`config.mk`:
```
export PLATFORM = sky130hd
export DESIGN_NAME = ulin_uart
export DESIGN_NICKNAME = d
export VERILOG_FILES = /design/src/shared/ulin_pkg.sv /design/src/shared/ulin_tx_if.sv /design/src/verilog/ulin_uart.sv /design/src/verilog/ulin_tx_engine.sv
export SDC_FILE = /design/constraint.sdc
export NUM_CORES = 1
export LEC_CHECK = 0
export BUFFER_PORTS_ARGS = -buffer_cell sky130_fd_sc_hd__buf_4
export CAP_MARGIN = 10
export CELL_PAD_IN_SITES_DETAIL_PLACEMENT = 1
export CELL_PAD_IN_SITES_GLOBAL_PLACEMENT = 1
export CORE_MARGIN = 3
export CORE_UTILIZATION = 50
export DETAILED_ROUTE_END_ITERATION = 7
export PLACE_DENSITY = 0.88
export SETUP_SLACK_MARGIN = 0.4
export SYNTH_ARGS = -nofsm -noshare
export SYNTH_HDL_FRONTEND = slang
export SYNTH_SLANG_ARGS = --single-unit
```
`constraint.sdc`:
```
create_clock -name clock -period 11.1 [get_ports clock]
set_clock_uncertainty 0.2 [all_clocks]
set_input_delay 0.555 -clock clock [delete_from_list [all_inputs] [get_ports clock]]
set_output_delay 0.555 -clock clock [all_outputs]
set_load 0.01 [all_outputs]
```
`src/shared/ulin_pkg.sv`:
```
package ulin_pkg;
  // ---------------------------------------------------------------
  // register byte offsets
  // ---------------------------------------------------------------
  localparam logic [7:0] OFS_DATA = 8'h00;
  localparam logic [7:0] OFS_STATUS = 8'h04;
  localparam logic [7:0] OFS_DIVISOR = 8'h08;
  localparam logic [7:0] OFS_LIN_CTRL = 8'h0c;
  localparam logic [7:0] OFS_RAW_IRQ = 8'h10;
  localparam logic [7:0] OFS_IRQ_MASK = 8'h14;
  localparam logic [7:0] OFS_DMA_CTRL = 8'h18;
  localparam logic [7:0] OFS_INFO = 8'h1c;

  // ---------------------------------------------------------------
  // field positions
  // ---------------------------------------------------------------
  localparam int ST_TX_BUSY = 0;
  localparam int ST_RX_FULL = 1;
  localparam int ST_TX_FULL = 2;
  localparam int LC_BREAK_LENGTH_CODE_LSB = 0;
  localparam int LC_LIN_EN = 4;
  localparam int LC_SIR_EN = 5;
  localparam int LC_SEND_HDR = 8;
  localparam int IRQ_RX = 0;
  localparam int IRQ_TX = 1;
  localparam int IRQ_RT = 2;
  localparam int IRQ_BRK = 3;
  localparam int NUM_IRQ = 4;
  localparam int DMA_RX_EN = 0;
  localparam int DMA_TX_EN = 1;
  localparam int DMA_RX_BURST_ONLY = 2;
  localparam int DMA_TX_BURST_ONLY = 3;

  // ---------------------------------------------------------------
  // reset values and timing
  // ---------------------------------------------------------------
  localparam logic [15:0] DIVISOR_RESET = 16'h0364;
  localparam logic [4:0] BRK_BASE_SPEC = 5'h0d;
  localparam logic [4:0] BRK_BASE_ACTUAL = 5'h0c;
  localparam logic [5:0] RT_BITS = 6'h20;
  localparam logic [3:0] DATA_BITS = 4'h8;
  localparam logic [5:0] IRQ_LINE [3] = '{6'h15, 6'h16, 6'h31};
endpackage : ulin_pkg

```
`src/shared/ulin_tx_if.sv`:
```
interface ulin_tx_if;
  logic start_byte;
  logic start_break;
  logic [7:0] byte_data;
  logic [4:0] break_bits;
  logic [15:0] divisor;
  logic busy;
  logic byte_taken;
  logic break_done;
  logic txd;

  modport ctl (
    output start_byte, start_break, byte_data, break_bits, divisor,
    input busy, byte_taken, break_done, txd
  );
  modport eng (
    input start_byte, start_break, byte_data, break_bits, divisor,
    output busy, byte_taken, break_done, txd
  );
endinterface : ulin_tx_if

```
`src/verilog/ulin_uart.sv`:
```
// How it works
// timeout raw flag needs its mask bit set
// software polls via mask, core line disabled
// instances use interrupt lines 21, 22, 49
// nominal break is thirteen plus code bits
// sent break is one bit shorter
// software programs code one higher
// no burst requests in lin or infrared
// dma channel must accept single requests
// flag driven transfers need fast clock
// dma transfers work at any rate
// break settings sampled at header start
module ulin_uart #(
  parameter int INSTANCE = 0,
  parameter bit SILICON_FIXED = 1'b0
) (
  // clock and reset
  input wire logic clock,
  input wire logic rst_n,
  // apb slave
  input wire logic psel,
  input wire logic penable,
  input wire logic pwrite,
  input wire logic [7:0] paddr,
  input wire logic [31:0] pwdata,
  output logic [31:0] prdata,
  output logic pready,
  output logic pslverr,
  // serial line
  input wire logic rxd,
  output logic txd,
  // dma requests
  output logic dma_rx_single,
  output logic dma_rx_burst,
  output logic dma_tx_single,
  output logic dma_tx_burst,
  // interrupt
  output logic irq
);
  typedef enum logic [1:0] {R_IDLE, R_START, R_DATA, R_STOP} ulin_rx_state_t;

  ulin_tx_if tx ();

  // ---------------------------------------------------------------
  // register state
  // ---------------------------------------------------------------
  logic [31:0] prdata_q, prdata_d;
  logic pready_q, pready_d;
  logic pslverr_q, pslverr_d;
  logic [15:0] div_q, div_d;
  logic [1:0] break_length_code_q, break_length_code_d;
  logic lin_en_q, lin_en_d;
  logic sir_en_q, sir_en_d;
  logic [3:0] dma_q, dma_d;
  logic [ulin_pkg::NUM_IRQ-1:0] raw_q, raw_d;
  logic [ulin_pkg::NUM_IRQ-1:0] mask_q, mask_d;
  logic irq_q, irq_d;
  logic [7:0] tx_hold_q, tx_hold_d;
  logic tx_full_q, tx_full_d;
  logic hdr_req_q, hdr_req_d;
  logic [4:0] hdr_bits_q, hdr_bits_d;
  logic hdr_mode_q, hdr_mode_d;
  logic rx_sr_q, rx_sr_d;
  logic rx_st_q, rx_st_d;
  logic tx_sr_q, tx_sr_d;
  logic tx_st_q, tx_st_d;

  // ---------------------------------------------------------------
  // receive state
  // ---------------------------------------------------------------
  ulin_rx_state_t rx_state_q, rx_state_d;
  logic [15:0] rx_cnt_q, rx_cnt_d;
  logic [3:0] rx_bits_q, rx_bits_d;
  logic [7:0] rx_sh_q, rx_sh_d;
  logic [7:0] rx_hold_q, rx_hold_d;
  logic rx_full_q, rx_full_d;
  logic rx_done_q, rx_done_d;
  logic [15:0] rt_cnt_q, rt_cnt_d;
  logic [5:0] rt_bits_q, rt_bits_d;
  logic rt_event_q, rt_event_d;

  logic access;
  logic wr;
  logic rd;
  logic rx_pop;
  logic [ulin_pkg::NUM_IRQ-1:0] events;
  logic [ulin_pkg::NUM_IRQ-1:0] w1c;
  logic [4:0] brk_base;
  logic burst_blocked;

  assign access = psel & penable & pready_q;
  assign wr = access & pwrite;
  assign rd = access & ~pwrite;
  assign rx_pop = rd & (paddr == ulin_pkg::OFS_DATA);
  assign brk_base = SILICON_FIXED ? ulin_pkg::BRK_BASE_SPEC : ulin_pkg::BRK_BASE_ACTUAL;
  assign burst_blocked = lin_en_q | sir_en_q;

  assign events[ulin_pkg::IRQ_RX] = rx_done_q;
  assign events[ulin_pkg::IRQ_TX] = tx.byte_taken;
  // on affected parts the timeout only records while its mask bit is on
  assign events[ulin_pkg::IRQ_RT] = rt_event_q & (SILICON_FIXED | mask_q[ulin_pkg::IRQ_RT]);
  assign events[ulin_pkg::IRQ_BRK] = tx.break_done;
  assign w1c = (wr && paddr == ulin_pkg::OFS_RAW_IRQ) ? pwdata[ulin_pkg::NUM_IRQ-1:0] : '0;

  assign tx.start_byte = tx_full_q;
  assign tx.start_break = hdr_req_q & hdr_mode_q;
  assign tx.byte_data = tx_hold_q;
  assign tx.break_bits = hdr_bits_q;
  assign tx.divisor = div_q;

  ulin_tx_engine u_tx (
    .clock (clock),
    .rst_n (rst_n),
    .tx (tx.eng)
  );

  // ---------------------------------------------------------------
  // bus, registers, interrupt and dma
  // ---------------------------------------------------------------
  always_comb
  begin
    pready_d = psel & penable & ~pready_q;
    prdata_d = prdata_q;
    pslverr_d = 1'b0;
    div_d = div_q;
    break_length_code_d = break_length_code_q;
    lin_en_d = lin_en_q;
    sir_en_d = sir_en_q;
    dma_d = dma_q;
    mask_d = mask_q;
    tx_hold_d = tx_hold_q;
    tx_full_d = tx_full_q & ~tx.byte_taken;
    hdr_req_d = hdr_req_q & ~tx.busy;
    hdr_bits_d = hdr_bits_q;
    hdr_mode_d = hdr_mode_q;
    if (psel && penable && !pready_q)
    begin
      prdata_d = 32'h0000_0000;
      unique case (paddr)
        ulin_pkg::OFS_DATA: prdata_d[7:0] = rx_hold_q;
        ulin_pkg::OFS_STATUS:
        begin
          prdata_d[ulin_pkg::ST_TX_BUSY] = tx.busy;
          prdata_d[ulin_pkg::ST_RX_FULL] = rx_full_q;
          prdata_d[ulin_pkg::ST_TX_FULL] = tx_full_q;
        end
        ulin_pkg::OFS_DIVISOR: prdata_d[15:0] = div_q;
        ulin_pkg::OFS_LIN_CTRL:
        begin
          prdata_d[ulin_pkg::LC_BREAK_LENGTH_CODE_LSB +: 2] = break_length_code_q;
          prdata_d[ulin_pkg::LC_LIN_EN] = lin_en_q;
          prdata_d[ulin_pkg::LC_SIR_EN] = sir_en_q;
        end
        ulin_pkg::OFS_RAW_IRQ: prdata_d[ulin_pkg::NUM_IRQ-1:0] = raw_q;
        ulin_pkg::OFS_IRQ_MASK: prdata_d[ulin_pkg::NUM_IRQ-1:0] = mask_q;
        ulin_pkg::OFS_DMA_CTRL: prdata_d[3:0] = dma_q;
        ulin_pkg::OFS_INFO: prdata_d[5:0] = ulin_pkg::IRQ_LINE[INSTANCE];
        default: pslverr_d = 1'b1;
      endcase
    end
    if (wr)
    begin
      unique case (paddr)
        ulin_pkg::OFS_DATA:
          // a byte written while the holding slot is full is dropped
          if (!tx_full_q)
          begin
            tx_hold_d = pwdata[7:0];
            tx_full_d = 1'b1;
          end
        ulin_pkg::OFS_DIVISOR: div_d = (pwdata[15:0] == 16'h0000) ? 16'h0001 : pwdata[15:0];
        ulin_pkg::OFS_LIN_CTRL:
        begin
          break_length_code_d = pwdata[ulin_pkg::LC_BREAK_LENGTH_CODE_LSB +: 2];
          lin_en_d = pwdata[ulin_pkg::LC_LIN_EN];
          sir_en_d = pwdata[ulin_pkg::LC_SIR_EN];
          // settings are frozen here; later writes do not touch a running break
          if (pwdata[ulin_pkg::LC_SEND_HDR] && pwdata[ulin_pkg::LC_LIN_EN] && !hdr_req_q)
          begin
            hdr_req_d = 1'b1;
            hdr_bits_d = brk_base + {3'h0, pwdata[ulin_pkg::LC_BREAK_LENGTH_CODE_LSB +: 2]};
            hdr_mode_d = pwdata[ulin_pkg::LC_LIN_EN];
          end
        end
        ulin_pkg::OFS_IRQ_MASK: mask_d = pwdata[ulin_pkg::NUM_IRQ-1:0];
        ulin_pkg::OFS_DMA_CTRL: dma_d = pwdata[3:0];
        default: ;
      endcase
    end
    // a new event outweighs a clear landing in the same cycle
    raw_d = (raw_q & ~w1c) | events;
    irq_d = |(raw_d & mask_d);
    rx_sr_d = dma_q[ulin_pkg::DMA_RX_EN] & rx_full_d & ~(burst_blocked & dma_q[ulin_pkg::DMA_RX_BURST_ONLY]);
    rx_st_d = dma_q[ulin_pkg::DMA_RX_EN] & rx_full_d & ~burst_blocked;
    tx_sr_d = dma_q[ulin_pkg::DMA_TX_EN] & ~tx_full_d & ~(burst_blocked & dma_q[ulin_pkg::DMA_TX_BURST_ONLY]);
    tx_st_d = dma_q[ulin_pkg::DMA_TX_EN] & ~tx_full_d & ~burst_blocked;
  end

  always_ff @(posedge clock or negedge rst_n)
  begin
    if (!rst_n)
    begin
      prdata_q <= 32'h0000_0000;
      pready_q <= 1'b0;
      pslverr_q <= 1'b0;
      div_q <= ulin_pkg::DIVISOR_RESET;
      break_length_code_q <= 2'h0;
      lin_en_q <= 1'b0;
      sir_en_q <= 1'b0;
      dma_q <= 4'h0;
      raw_q <= '0;
      mask_q <= '0;
      irq_q <= 1'b0;
      tx_hold_q <= 8'h00;
      tx_full_q <= 1'b0;
      hdr_req_q <= 1'b0;
      hdr_bits_q <= 5'h00;
      hdr_mode_q <= 1'b0;
      rx_sr_q <= 1'b0;
      rx_st_q <= 1'b0;
      tx_sr_q <= 1'b0;
      tx_st_q <= 1'b0;
    end
    else
    begin
      prdata_q <= prdata_d;
      pready_q <= pready_d;
      pslverr_q <= pslverr_d;
      div_q <= div_d;
      break_length_code_q <= break_length_code_d;
      lin_en_q <= lin_en_d;
      sir_en_q <= sir_en_d;
      dma_q <= dma_d;
      raw_q <= raw_d;
      mask_q <= mask_d;
      irq_q <= irq_d;
      tx_hold_q <= tx_hold_d;
      tx_full_q <= tx_full_d;
      hdr_req_q <= hdr_req_d;
      hdr_bits_q <= hdr_bits_d;
      hdr_mode_q <= hdr_mode_d;
      rx_sr_q <= rx_sr_d;
      rx_st_q <= rx_st_d;
      tx_sr_q <= tx_sr_d;
      tx_st_q <= tx_st_d;
    end
  end

  // ---------------------------------------------------------------
  // receiver and receive timeout
  // ---------------------------------------------------------------
  always_comb
  begin
    rx_state_d = rx_state_q;
    rx_cnt_d = rx_cnt_q + 16'h0001;
    rx_bits_d = rx_bits_q;
    rx_sh_d = rx_sh_q;
    rx_hold_d = rx_hold_q;
    rx_full_d = rx_full_q & ~rx_pop;
    rx_done_d = 1'b0;
    rt_cnt_d = rt_cnt_q;
    rt_bits_d = rt_bits_q;
    rt_event_d = 1'b0;
    unique case (rx_state_q)
      R_IDLE:
      begin
        rx_cnt_d = 16'h0000;
        if (!rxd)
        begin
          rx_state_d = R_START;
        end
      end
      R_START:
        // a glitch shorter than half a bit is not a start bit
        if (rx_cnt_q >= {1'b0, div_q[15:1]})
        begin
          rx_cnt_d = 16'h0000;
          rx_bits_d = 4'h0;
          rx_state_d = rxd ? R_IDLE : R_DATA;
        end
      R_DATA:
        if (rx_cnt_q >= div_q - 16'h0001)
        begin
          rx_cnt_d = 16'h0000;
          rx_sh_d = {rxd, rx_sh_q[7:1]};
          rx_bits_d = rx_bits_q + 4'h1;
          if (rx_bits_q == ulin_pkg::DATA_BITS - 4'h1)
          begin
            rx_state_d = R_STOP;
          end
        end
      R_STOP:
        if (rx_cnt_q >= div_q - 16'h0001)
        begin
          rx_state_d = R_IDLE;
          // a byte arriving while the slot is still full overwrites it
          rx_hold_d = rx_sh_q;
          rx_full_d = 1'b1;
          rx_done_d = 1'b1;
        end
    endcase
    // timeout: a held byte with a quiet line for a fixed number of bit times
    if (!rx_full_q || rx_state_q != R_IDLE || rx_pop)
    begin
      rt_cnt_d = 16'h0000;
      rt_bits_d = 6'h00;
    end
    else if (rt_bits_q != ulin_pkg::RT_BITS)
    begin
      rt_cnt_d = rt_cnt_q + 16'h0001;
      if (rt_cnt_q >= div_q - 16'h0001)
      begin
        rt_cnt_d = 16'h0000;
        rt_bits_d = rt_bits_q + 6'h01;
        rt_event_d = (rt_bits_q == ulin_pkg::RT_BITS - 6'h01);
      end
    end
  end

  always_ff @(posedge clock or negedge rst_n)
  begin
    if (!rst_n)
    begin
      rx_state_q <= R_IDLE;
      rx_cnt_q <= 16'h0000;
      rx_bits_q <= 4'h0;
      rx_sh_q <= 8'h00;
      rx_hold_q <= 8'h00;
      rx_full_q <= 1'b0;
      rx_done_q <= 1'b0;
      rt_cnt_q <= 16'h0000;
      rt_bits_q <= 6'h00;
      rt_event_q <= 1'b0;
    end
    else
    begin
      rx_state_q <= rx_state_d;
      rx_cnt_q <= rx_cnt_d;
      rx_bits_q <= rx_bits_d;
      rx_sh_q <= rx_sh_d;
      rx_hold_q <= rx_hold_d;
      rx_full_q <= rx_full_d;
      rx_done_q <= rx_done_d;
      rt_cnt_q <= rt_cnt_d;
      rt_bits_q <= rt_bits_d;
      rt_event_q <= rt_event_d;
    end
  end

  // ---------------------------------------------------------------
  // outputs
  // ---------------------------------------------------------------
  assign prdata = prdata_q;
  assign pready = pready_q;
  assign pslverr = pslverr_q;
  assign txd = tx.txd;
  assign irq = irq_q;
  assign dma_rx_single = rx_sr_q;
  assign dma_rx_burst = rx_st_q;
  assign dma_tx_single = tx_sr_q;
  assign dma_tx_burst = tx_st_q;
endmodule // ulin_uart

```
`src/verilog/ulin_tx_engine.sv`:
```
module ulin_tx_engine (
  // clock and reset
  input wire logic clock,
  input wire logic rst_n,
  // control side
  ulin_tx_if.eng tx
);
  typedef enum logic [2:0] {E_IDLE, E_BREAK, E_DELIM, E_START, E_DATA, E_STOP} ulin_tx_state_t;

  ulin_tx_state_t state_q, state_d;
  logic [15:0] cnt_q, cnt_d;
  logic [4:0] bits_q, bits_d;
  logic [7:0] sh_q, sh_d;
  logic txd_q, txd_d;
  logic taken_q, taken_d;
  logic done_q, done_d;
  logic tick;

  assign tick = (cnt_q >= tx.divisor - 16'h0001);
  assign tx.busy = (state_q != E_IDLE);
  assign tx.byte_taken = taken_q;
  assign tx.break_done = done_q;
  assign tx.txd = txd_q;

  always_comb
  begin
    state_d = state_q;
    cnt_d = tick ? 16'h0000 : cnt_q + 16'h0001;
    bits_d = bits_q;
    sh_d = sh_q;
    txd_d = txd_q;
    taken_d = 1'b0;
    done_d = 1'b0;
    unique case (state_q)
      E_IDLE:
      begin
        cnt_d = 16'h0000;
        txd_d = 1'b1;
        // a header request wins over a waiting byte so the break leads
        if (tx.start_break)
        begin
          state_d = E_BREAK;
          bits_d = tx.break_bits;
          txd_d = 1'b0;
        end
        else if (tx.start_byte)
        begin
          state_d = E_START;
          sh_d = tx.byte_data;
          txd_d = 1'b0;
          taken_d = 1'b1;
        end
      end
      E_BREAK:
        if (tick)
        begin
          bits_d = bits_q - 5'h01;
          if (bits_q == 5'h01)
          begin
            state_d = E_DELIM;
            txd_d = 1'b1;
          end
        end
      E_DELIM:
        if (tick)
        begin
          state_d = E_IDLE;
          done_d = 1'b1;
        end
      E_START:
        if (tick)
        begin
          state_d = E_DATA;
          txd_d = sh_q[0];
          bits_d = {1'b0, ulin_pkg::DATA_BITS};
        end
      E_DATA:
        if (tick)
        begin
          if (bits_q == 5'h01)
          begin
            state_d = E_STOP;
            txd_d = 1'b1;
          end
          else
          begin
            sh_d = {1'b0, sh_q[7:1]};
            txd_d = sh_q[1];
            bits_d = bits_q - 5'h01;
          end
        end
      E_STOP:
        if (tick)
        begin
          state_d = E_IDLE;
        end
    endcase
  end

  always_ff @(posedge clock or negedge rst_n)
  begin
    if (!rst_n)
    begin
      state_q <= E_IDLE;
      cnt_q <= 16'h0000;
      bits_q <= 5'h00;
      sh_q <= 8'h00;
      txd_q <= 1'b1;
      taken_q <= 1'b0;
      done_q <= 1'b0;
    end
    else
    begin
      state_q <= state_d;
      cnt_q <= cnt_d;
      bits_q <= bits_d;
      sh_q <= sh_d;
      txd_q <= txd_d;
      taken_q <= taken_d;
      done_q <= done_d;
    end
  end
endmodule // ulin_tx_engine

```
==> results of run 1 <==
-- flip-flops by register name (all words and copies together) (netlist names), 2 cells and up, named ones only --
register,cells
div_q,16
prdata,16
rt_cnt_q,16
rx_cnt_q,16
u_tx.cnt_q,16
rx_hold_q,8
rx_sh_q,8
tx.byte_data,8
u_tx.sh_q,8
rt_bits_q,6
u_tx.bits_q,5
dma_q,4
mask_q,4
raw_q,4
rx_bits_q,4
hdr_bits_q,3
u_tx.state_q,3
break_length_code_q,2
-- layer usage --
layer,GRT usage (%),vias up
met3,5.08,97
met5,0,-
met4,13.0,0
li1,-,3602
met1,34.7,4105
met2,49.6,289
-- kinds of logic (layout without fill, tap and decap cells) --
logic type / after synthesis / count (layout) / synth area share [%]
simple gates: 350 / 350 / 18.1
compound gates: 192 / 192 / 13.2
xor+xnor: 58 / 58 / 5.65
other cells: 1 / 16 / 0.0386
buf+inv: 94 / 133 / 4.40
mux: 58 / 58 / 6.92
flops: 167 / 167 / 43.1
fa+ha+maj: 66 / 66 / 8.50
-- metrics by stage --
step                total power, mW  worst slack (ns)  instance area [µm²]  instances  util, %
floorplan                     0.642              7.35                 9770       1001        -
global placement              0.668              6.22                10300       1268     54.4
detailed placement            0.670              5.93                10300       1268     54.4
CTS                            1.30              5.82                10900       1300     57.8
global route                   1.33              5.46                10900       1300     57.8
finish                         1.29              5.75                10900       1300     57.8
-- worst max-delay path: cells and delay by family (launching register included) --
family	cells	cell delay, ns
flip-flops	1	0.47
AND/OR/NAND/NOR	6	2.11
AO/OA/AOI/OAI	5	1.90
adder cells (fa/ha/maj)	1	0.33
XOR/XNOR	1	0.27
-- synthesized netlist by cell type (all sizes together), types with 11 or more instances --
cell type,number,area (µm²)
nand2b,15,93.8
clkbuf,29,109
nand3,47,235
nor2,89,347
nand4,11,68.8
ha,66,826
a21oi,32,168
a21o,20,150
nand2,92,345
xor2,21,184
o21ai,60,300
nor4,14,133
inv,43,161
mux2,53,597
nor3,25,136
and3,19,119
dfrtp,161,4030
buf,22,158
xnor2,34,298
-- final timing paths --
| kind | from | endpoint | depth (start not counted) |
|---|---|---|---|
| worst min-delay path | rst_n | prdata[13]$_DFFE_PN0P_ | 1 |
| worst max-delay path | div_q[7]$_DFFE_PN0P_ | rt_cnt_q[11]$_DFFE_PN0P_ | 13 |
| max in group asynchronous | rst_n | u_tx.state_q[1]$_DFFE_PN0P_ | 2 |
| min in group clock | rxd | flip-flop | 2 |
| worst max register to register | div_q[7]$_DFFE_PN0P_ | rt_cnt_q[11]$_DFFE_PN0P_ | 13 |
| worst min register to register | rx_done_q$_DFF_PN0_ | raw_q[0]$_DFF_PN0_ | 1 |
-- power by group through the flow --
| stage | sequential (mW) | clock, mW | combinational [mW] |
|---|---|---|---|
| 2_1_floorplan | 0.623 | 0 | 0.0188 |
| 3_3_place_gp | 0.624 | 0 | 0.0447 |
| 3_5_place_dp | 0.624 | 0 | 0.0462 |
| 4_1_cts | 0.612 | 0.643 | 0.0473 |
| 5_1_grt | 0.612 | 0.671 | 0.0517 |
| 6_report | 0.612 | 0.636 | 0.0473 |
-- cells in the final DEF (no fill, tap or decap), types with 4 or more instances in the layout --
master,Yosys,routed
a211oi_1,5,5
a21o_1,20,20
a21oi_1,30,30
a22o_1,5,5
a22oi_1,5,5
a31o_2,5,5
a31oi_1,8,8
and3_1,19,19
and4_1,4,4
buf_4,17,57
clkbuf_16,0,17
clkinv_8,0,7
conb_1,1,16
dfrtp_1,161,161
dfstp_2,6,6
ha_1,66,66
inv_1,42,42
mux2_2,51,51
nand2_1,92,92
nand2b_1,15,15
nand3_1,47,47
nand4_1,11,11
nor2_1,86,86
nor2b_1,4,4
nor3_1,24,24
nor4_1,11,10
o211ai_1,7,7
o21ai_0,58,58
o221ai_1,6,6
o22ai_1,5,5
o31ai_1,7,7
or2_2,6,6
or3_1,6,6
xnor2_1,34,34
xor2_1,21,21
-- layout make-up --
| class | instances | area [µm²] |
|---|---|---|
| Fill cell | 2100 | 7980 |
| Multi-Input combinational cell | 740 | 5160 |
| Sequential cell | 167 | 4190 |
| Timing Repair Buffer | 58 | 439 |
| Clock buffer | 17 | 425 |
| Tap cell | 260 | 325 |
| Clock inverter | 15 | 211 |
| Inverter | 43 | 161 |
==> results.ini, run 1 <==
[run_status]
status = completed

[cts]
cts.clk_slew.worst_paths_ns = 0.08
ctsResizeCount = 0
cts_tree = done
cts_hold_buf = 0
cts_buffers = 17
clkLatencyLatePin_ns = 0.45
post-cts-setup-buffers = 0
cts_root_buf = clkbuf_16
cts_sinks = 167
htree_levels = 4
clk_path_buf_depth = 2

[critical_path]
crit_path_cell_trace = nor4_1 > nand3_1 > nor4_1 > xnor2_1 > ha_1 > and3_1 > a221o_1 > a21o_1 > a31oi_1 > nand2_1 > a21oi_2 > o21ai_1 > nor2_1
crit_type = flip-flop to flip-flop
endpoint_kind = flip-flop
crit_top_cell = nor4_1
path_max_fanout = 18
start_kind = flip-flop
r2r_slack_ns = 5.75
crit_path_max_incr_delay_ns = 0.68
cp_data_arrival_time_ns = 5.52
worstPathRequired_ns = 11.27
critPathSlowestCell = nor4_1

[detailed_routing]
wirelength_um = 30100
wl_per_cell_um = 23.1
num_vias = 8093
wl_met1_um = 12000
wl_met3_um = 1420
drt-initial-drc-count = 553
viasPerCell = 6.23
ant_nets = 0
drc = 0
route.met2.wl_um = 15500
firstDrtPassIters = 5
highest_layer = met4

[sta]
worst_pin_slew_ns = 1.20
final-max-slew-violation-count = 0
finalHoldViolCount = 0
fmax_ghz = 0.187
hold-worst-slack_ns = 0.000732
slew_headroom_pct = 19.6
rsz0062_at_grt = no
setup_viol = 0
tns_ns = 0
fin_crit_sh_pct = 48.2
fin_crit_ns = 5.35

[logic_synthesis]
synthFlopType = dfrtp_1
syn_inst = 986
synth_edf_count = 0
ys_warn_count = 0
synth-seq-area-share_pct = 43.1
syn-mean-instance-area_um2 = 9.85
netlist_area_um2 = 9710
synth.distinct_cells = 81
ys_ff_latch = 167
async_flop_share_pct = 100

[floorplan]
row_count = 50
die_w_um = 145
start_util_pct = 51.4
top_level_ports = 86
die_y_um = 145
dieArea_um2 = 21100
core_area_um2 = 18900

[pwr]
swShare_pct = 27.7
powerDensity_nw_per_um2 = 119
p_clk_share_pct = 49.1
internal_power_mw = 0.936
power.switching_mw = 0.359
ir_drop_mv = 0.108
power_leakage_nw = 5.37
combPwrFrac_pct = 3.7
power_frac_seq_pct = 47.2

[flow_run]
maxCapViolCount = 0

[grt]
antenna_found_initial = 0
grt_max_degree = 101
overflow = 0
grt_pass1_vias = 8673
grtUsageTotal_pct = 28.5
grt_pass1_wl_um = 48300

[place]
gp_congestion = 0.852
io_buffers = 53
post-dp-hpwl_um = 20000

[hold_path]
hold_path_class = primary input to async pin

[final_layout]
areaGrowthSynthToFinish_pct = 12.3
drive_gt1_share_pct = 17.1
num_antenna_cells = 0
nets = 1139

(Power assumes the default switching activity.)
==> run 2, diff against run 1 <==
--- a/config.mk
+++ b/config.mk
@@ -10,9 +10,9 @@
 export CELL_PAD_IN_SITES_DETAIL_PLACEMENT = 1
 export CELL_PAD_IN_SITES_GLOBAL_PLACEMENT = 1
 export CORE_MARGIN = 3
-export CORE_UTILIZATION = 50
+export CORE_UTILIZATION = 43
 export DETAILED_ROUTE_END_ITERATION = 7
-export PLACE_DENSITY = 0.88
+export PLACE_DENSITY = 0.8
 export SETUP_SLACK_MARGIN = 0.4
 export SYNTH_ARGS = -nofsm -noshare
 export SYNTH_HDL_FRONTEND = slang
==> constraint.sdc (replaced) <==
create_clock -name clock -period 4.5 [get_ports clock]
set_clock_uncertainty 0.2 [all_clocks]
set_input_delay 0.225 -clock clock [delete_from_list [all_inputs] [get_ports clock]]
set_output_delay 0.225 -clock clock [all_outputs]
set_load 0.01 [all_outputs]
==> run 2 against run 1 <==
  * Fmax rose by 34%
  * Critical path type unchanged
  * Via count fell by 2.7%
  * Sequential power rose by 150%
  * Critical endpoint is now rx_sh_q[1]$_DFFE_PN0P_
  * Non-clock buffer count rose by 37
  * Die area rose by 16%
==> results.ini, run 2 (same netlist as run 1, synthesis figures left out) <==
[detailed_routing]
drc = 0  ; unchanged
num_vias = 7874  ; -2.7%
wirelength_um = 27300  ; -9.2%
wl_per_cell_um = 20.1  ; -13%
ant_nets = 0  ; unchanged
drt-initial-drc-count = 409  ; -26%
firstDrtPassIters = 4  ; -1
viasPerCell = 5.80  ; -6.8%

[place]
post-dp-hpwl_um = 19200  ; -3.9%
io_buffers = 53  ; unchanged
gp_congestion = 0.870  ; +2.1%

[final_layout]
nets = 1176  ; +3.2%
fill_cells = 2456  ; +17%
num_antenna_cells = 0  ; unchanged
final_common_cell = dfrtp_1
final_cell_mix = 160 x dfrtp_1, 92 x nand2_1, 84 x nor2_1, 72 x buf_4, 65 x ha_1
drive_gt1_share_pct = 19.4  ; +2.3 points
areaGrowthSynthToFinish_pct = 17.0

[grt]
grtUsageTotal_pct = 22.9  ; -5.6 points
overflow = 0  ; unchanged
antenna_found_initial = 0  ; unchanged
grt_pass1_vias = 8466  ; -2.4%
grt_max_degree = 102  ; +0.99%
grt_pass1_wl_um = 44800  ; -7.2%

[critical_path]
r2r_start = div_q[3]$_DFFE_PN0P_
regToRegEndpoint = rx_sh_q[1]$_DFFE_PN0P_
r2r_slack_ns = 0.51  ; -5.23 ns
rr_worst_depth = 14  ; +1
crit_end = rx_sh_q[1]$_DFFE_PN0P_
path_max_fanout = 8  ; -10
worstPathRequired_ns = 4.62  ; -6.65 ns
cp_data_arrival_time_ns = 4.11  ; -1.41 ns
crit_type = flip-flop to flip-flop
endpoint_kind = flip-flop
start_kind = flip-flop
startpoint = div_q[3]$_DFFE_PN0P_

[floorplan]
top_level_ports = 86  ; unchanged
row_count = 54  ; +8.0%
start_util_pct = 44.1  ; -7.3 points
dieArea_um2 = 24400  ; +16%
die_y_um = 156  ; +7.5%
core_area_um2 = 22000  ; +17%
die_w_um = 156  ; +7.5%

[flow_run]
maxCapViolCount = 0  ; unchanged

[hold_path]
hold_path_class = primary input to flip-flop

[cts]
cts.clk_slew.worst_paths_ns = 0.08  ; about the same
cts_buffers = 17  ; unchanged
htree_levels = 4  ; unchanged
clk_path_buf_depth = 2  ; unchanged
cts_sinks = 167  ; unchanged
cts_tree = done
cts_root_buf = clkbuf_16
clkLatencyLatePin_ns = 0.45  ; about the same

[sta]
tns_ns = 0  ; unchanged
rsz0062_at_grt = no
finalHoldViolCount = 0  ; unchanged
fin_crit_sh_pct = 88.6  ; +40 points
worst_pin_slew_ns = 1.24  ; +0.0401 ns
fin_crit_ns = 3.99  ; -1.37 ns
fmax_ghz = 0.251  ; +34%
final-max-slew-violation-count = 0  ; unchanged
setup_viol = 0  ; unchanged
slew_headroom_pct = 16.9  ; -2.7 points

[pwr]
powerDensity_nw_per_um2 = 279  ; +140%
total_power_mw = 3.18  ; +150%
power_leakage_nw = 5.55  ; +3.4%
ir_drop_mv = 0.226  ; +110%

[run_status]
status = completed

## run 2: cell count changes in the layout (fill, tap and decap cells not counted), moves of 2 or more
cell           delta
nor4_2            +2
dlygate4sd3_1    +19
nor4_1            -2
buf_12            +2
nor2_4            +2
clkinv_8          -2
inv_8             +4
nor2_1            -2
o21ai_0           -2
a21oi_2           -2
buf_4            +15
inv_6             -2
inv_12            -2
a21oi_4           +2
## run 2: through the flow
step | cell area (µm²) | setup slack, ns | std cells | hold WS, ns | util [%]
4_1_cts | 11300 | 0.418 | 1355 | 0.0450 | 51.3
6_report | 11400 | 0.513 | 1357 | 0.0641 | 51.6
3_3_place_gp | 10400 | 0.268 | 1302 | 0.216 | 47.3
3_5_place_dp | 10400 | 0.172 | 1302 | 0.227 | 47.3
2_1_floorplan | 9770 | 0.748 | 1001 | -0.271 | -
5_1_grt | 11400 | 0.371 | 1357 | 0.0858 | 51.6
## run 2: per-layer routing
metal | routed length, µm | track usage, % | part of all wire (%) | vias to the layer above
met2 | 13500 | 38.8 | 50 | 135
met4 | 600 | 6.75 | 2.2 | 0
li1 | - | - | - | 3664
met5 | 0 | 0 | 0 | -
met1 | 12400 | 30.1 | 45 | 4030
met3 | 784 | 3.93 | 2.9 | 45
## run 2: worst min-delay path by stage
| stage | startpoint | end | slack, ns | cells past startpoint |
|---|---|---|---|---|
| after global placement | rst_n | rx_bits_q[3]$_DFFE_PN0P_ | 0.22 | 1 |
| after floorplan | rst_n | async pin | -0.27 | 0 |
| after CTS | paddr[3] | prdata[4]$_DFFE_PN0P_ | 0.05 | 3 |
| after global routing | paddr[3] | prdata[5]$_DFFE_PN0P_ | 0.09 | 3 |
| after detailed placement | rst_n | rx_bits_q[3]$_DFFE_PN0P_ | 0.23 | 1 |
| final | paddr[3] | prdata[5]$_DFFE_PN0P_ | 0.06 | 3 |
## run 2: worst max-delay path, cell delays in order (launching register included)
cell	delay (ns)
dfrtp_2	0.46
or4_4	0.59
nor3_4	0.20
and3_1	0.22
xnor2_2	0.16
ha_1	0.28
and4_1	0.22
and2_1	0.18
nor3b_2	0.16
o221ai_1	0.21
o211ai_2	0.21
nor2_4	0.22
nor2_4	0.09
buf_12	0.14
mux2_1	0.31
## run 2: power breakdown
group	switching, mW	leakage (nW)	internal [mW]
clock network	0.773	0.296	0.762
logic	0.0863	3.06	0.0448
registers	0.00472	2.20	1.50
total	0.864	5.55	2.31
## run 2: what timing repair did
action / 4_1_cts / 5_1_grt
pin swaps: 2 / 3
endpoints found under the setup margin: 52 / 85
buffers inserted: 2 / 2
hold buffers: 19 / 0
endpoints found under the hold margin: 140 / 0
resized for setup: 8 / 14
## run 2: area by class of cell
type                       count  area (µm²)  share of cell area, %
timing repair buffer          95         793                   6.98
clock inverter                15         190                   1.67
clock buffer                  17         425                   3.74
inverter                      43         161                   1.42
sequential                   167        4190                   36.9
tap                          280         350                   3.08
multi-input combinational    740        5260                   46.2
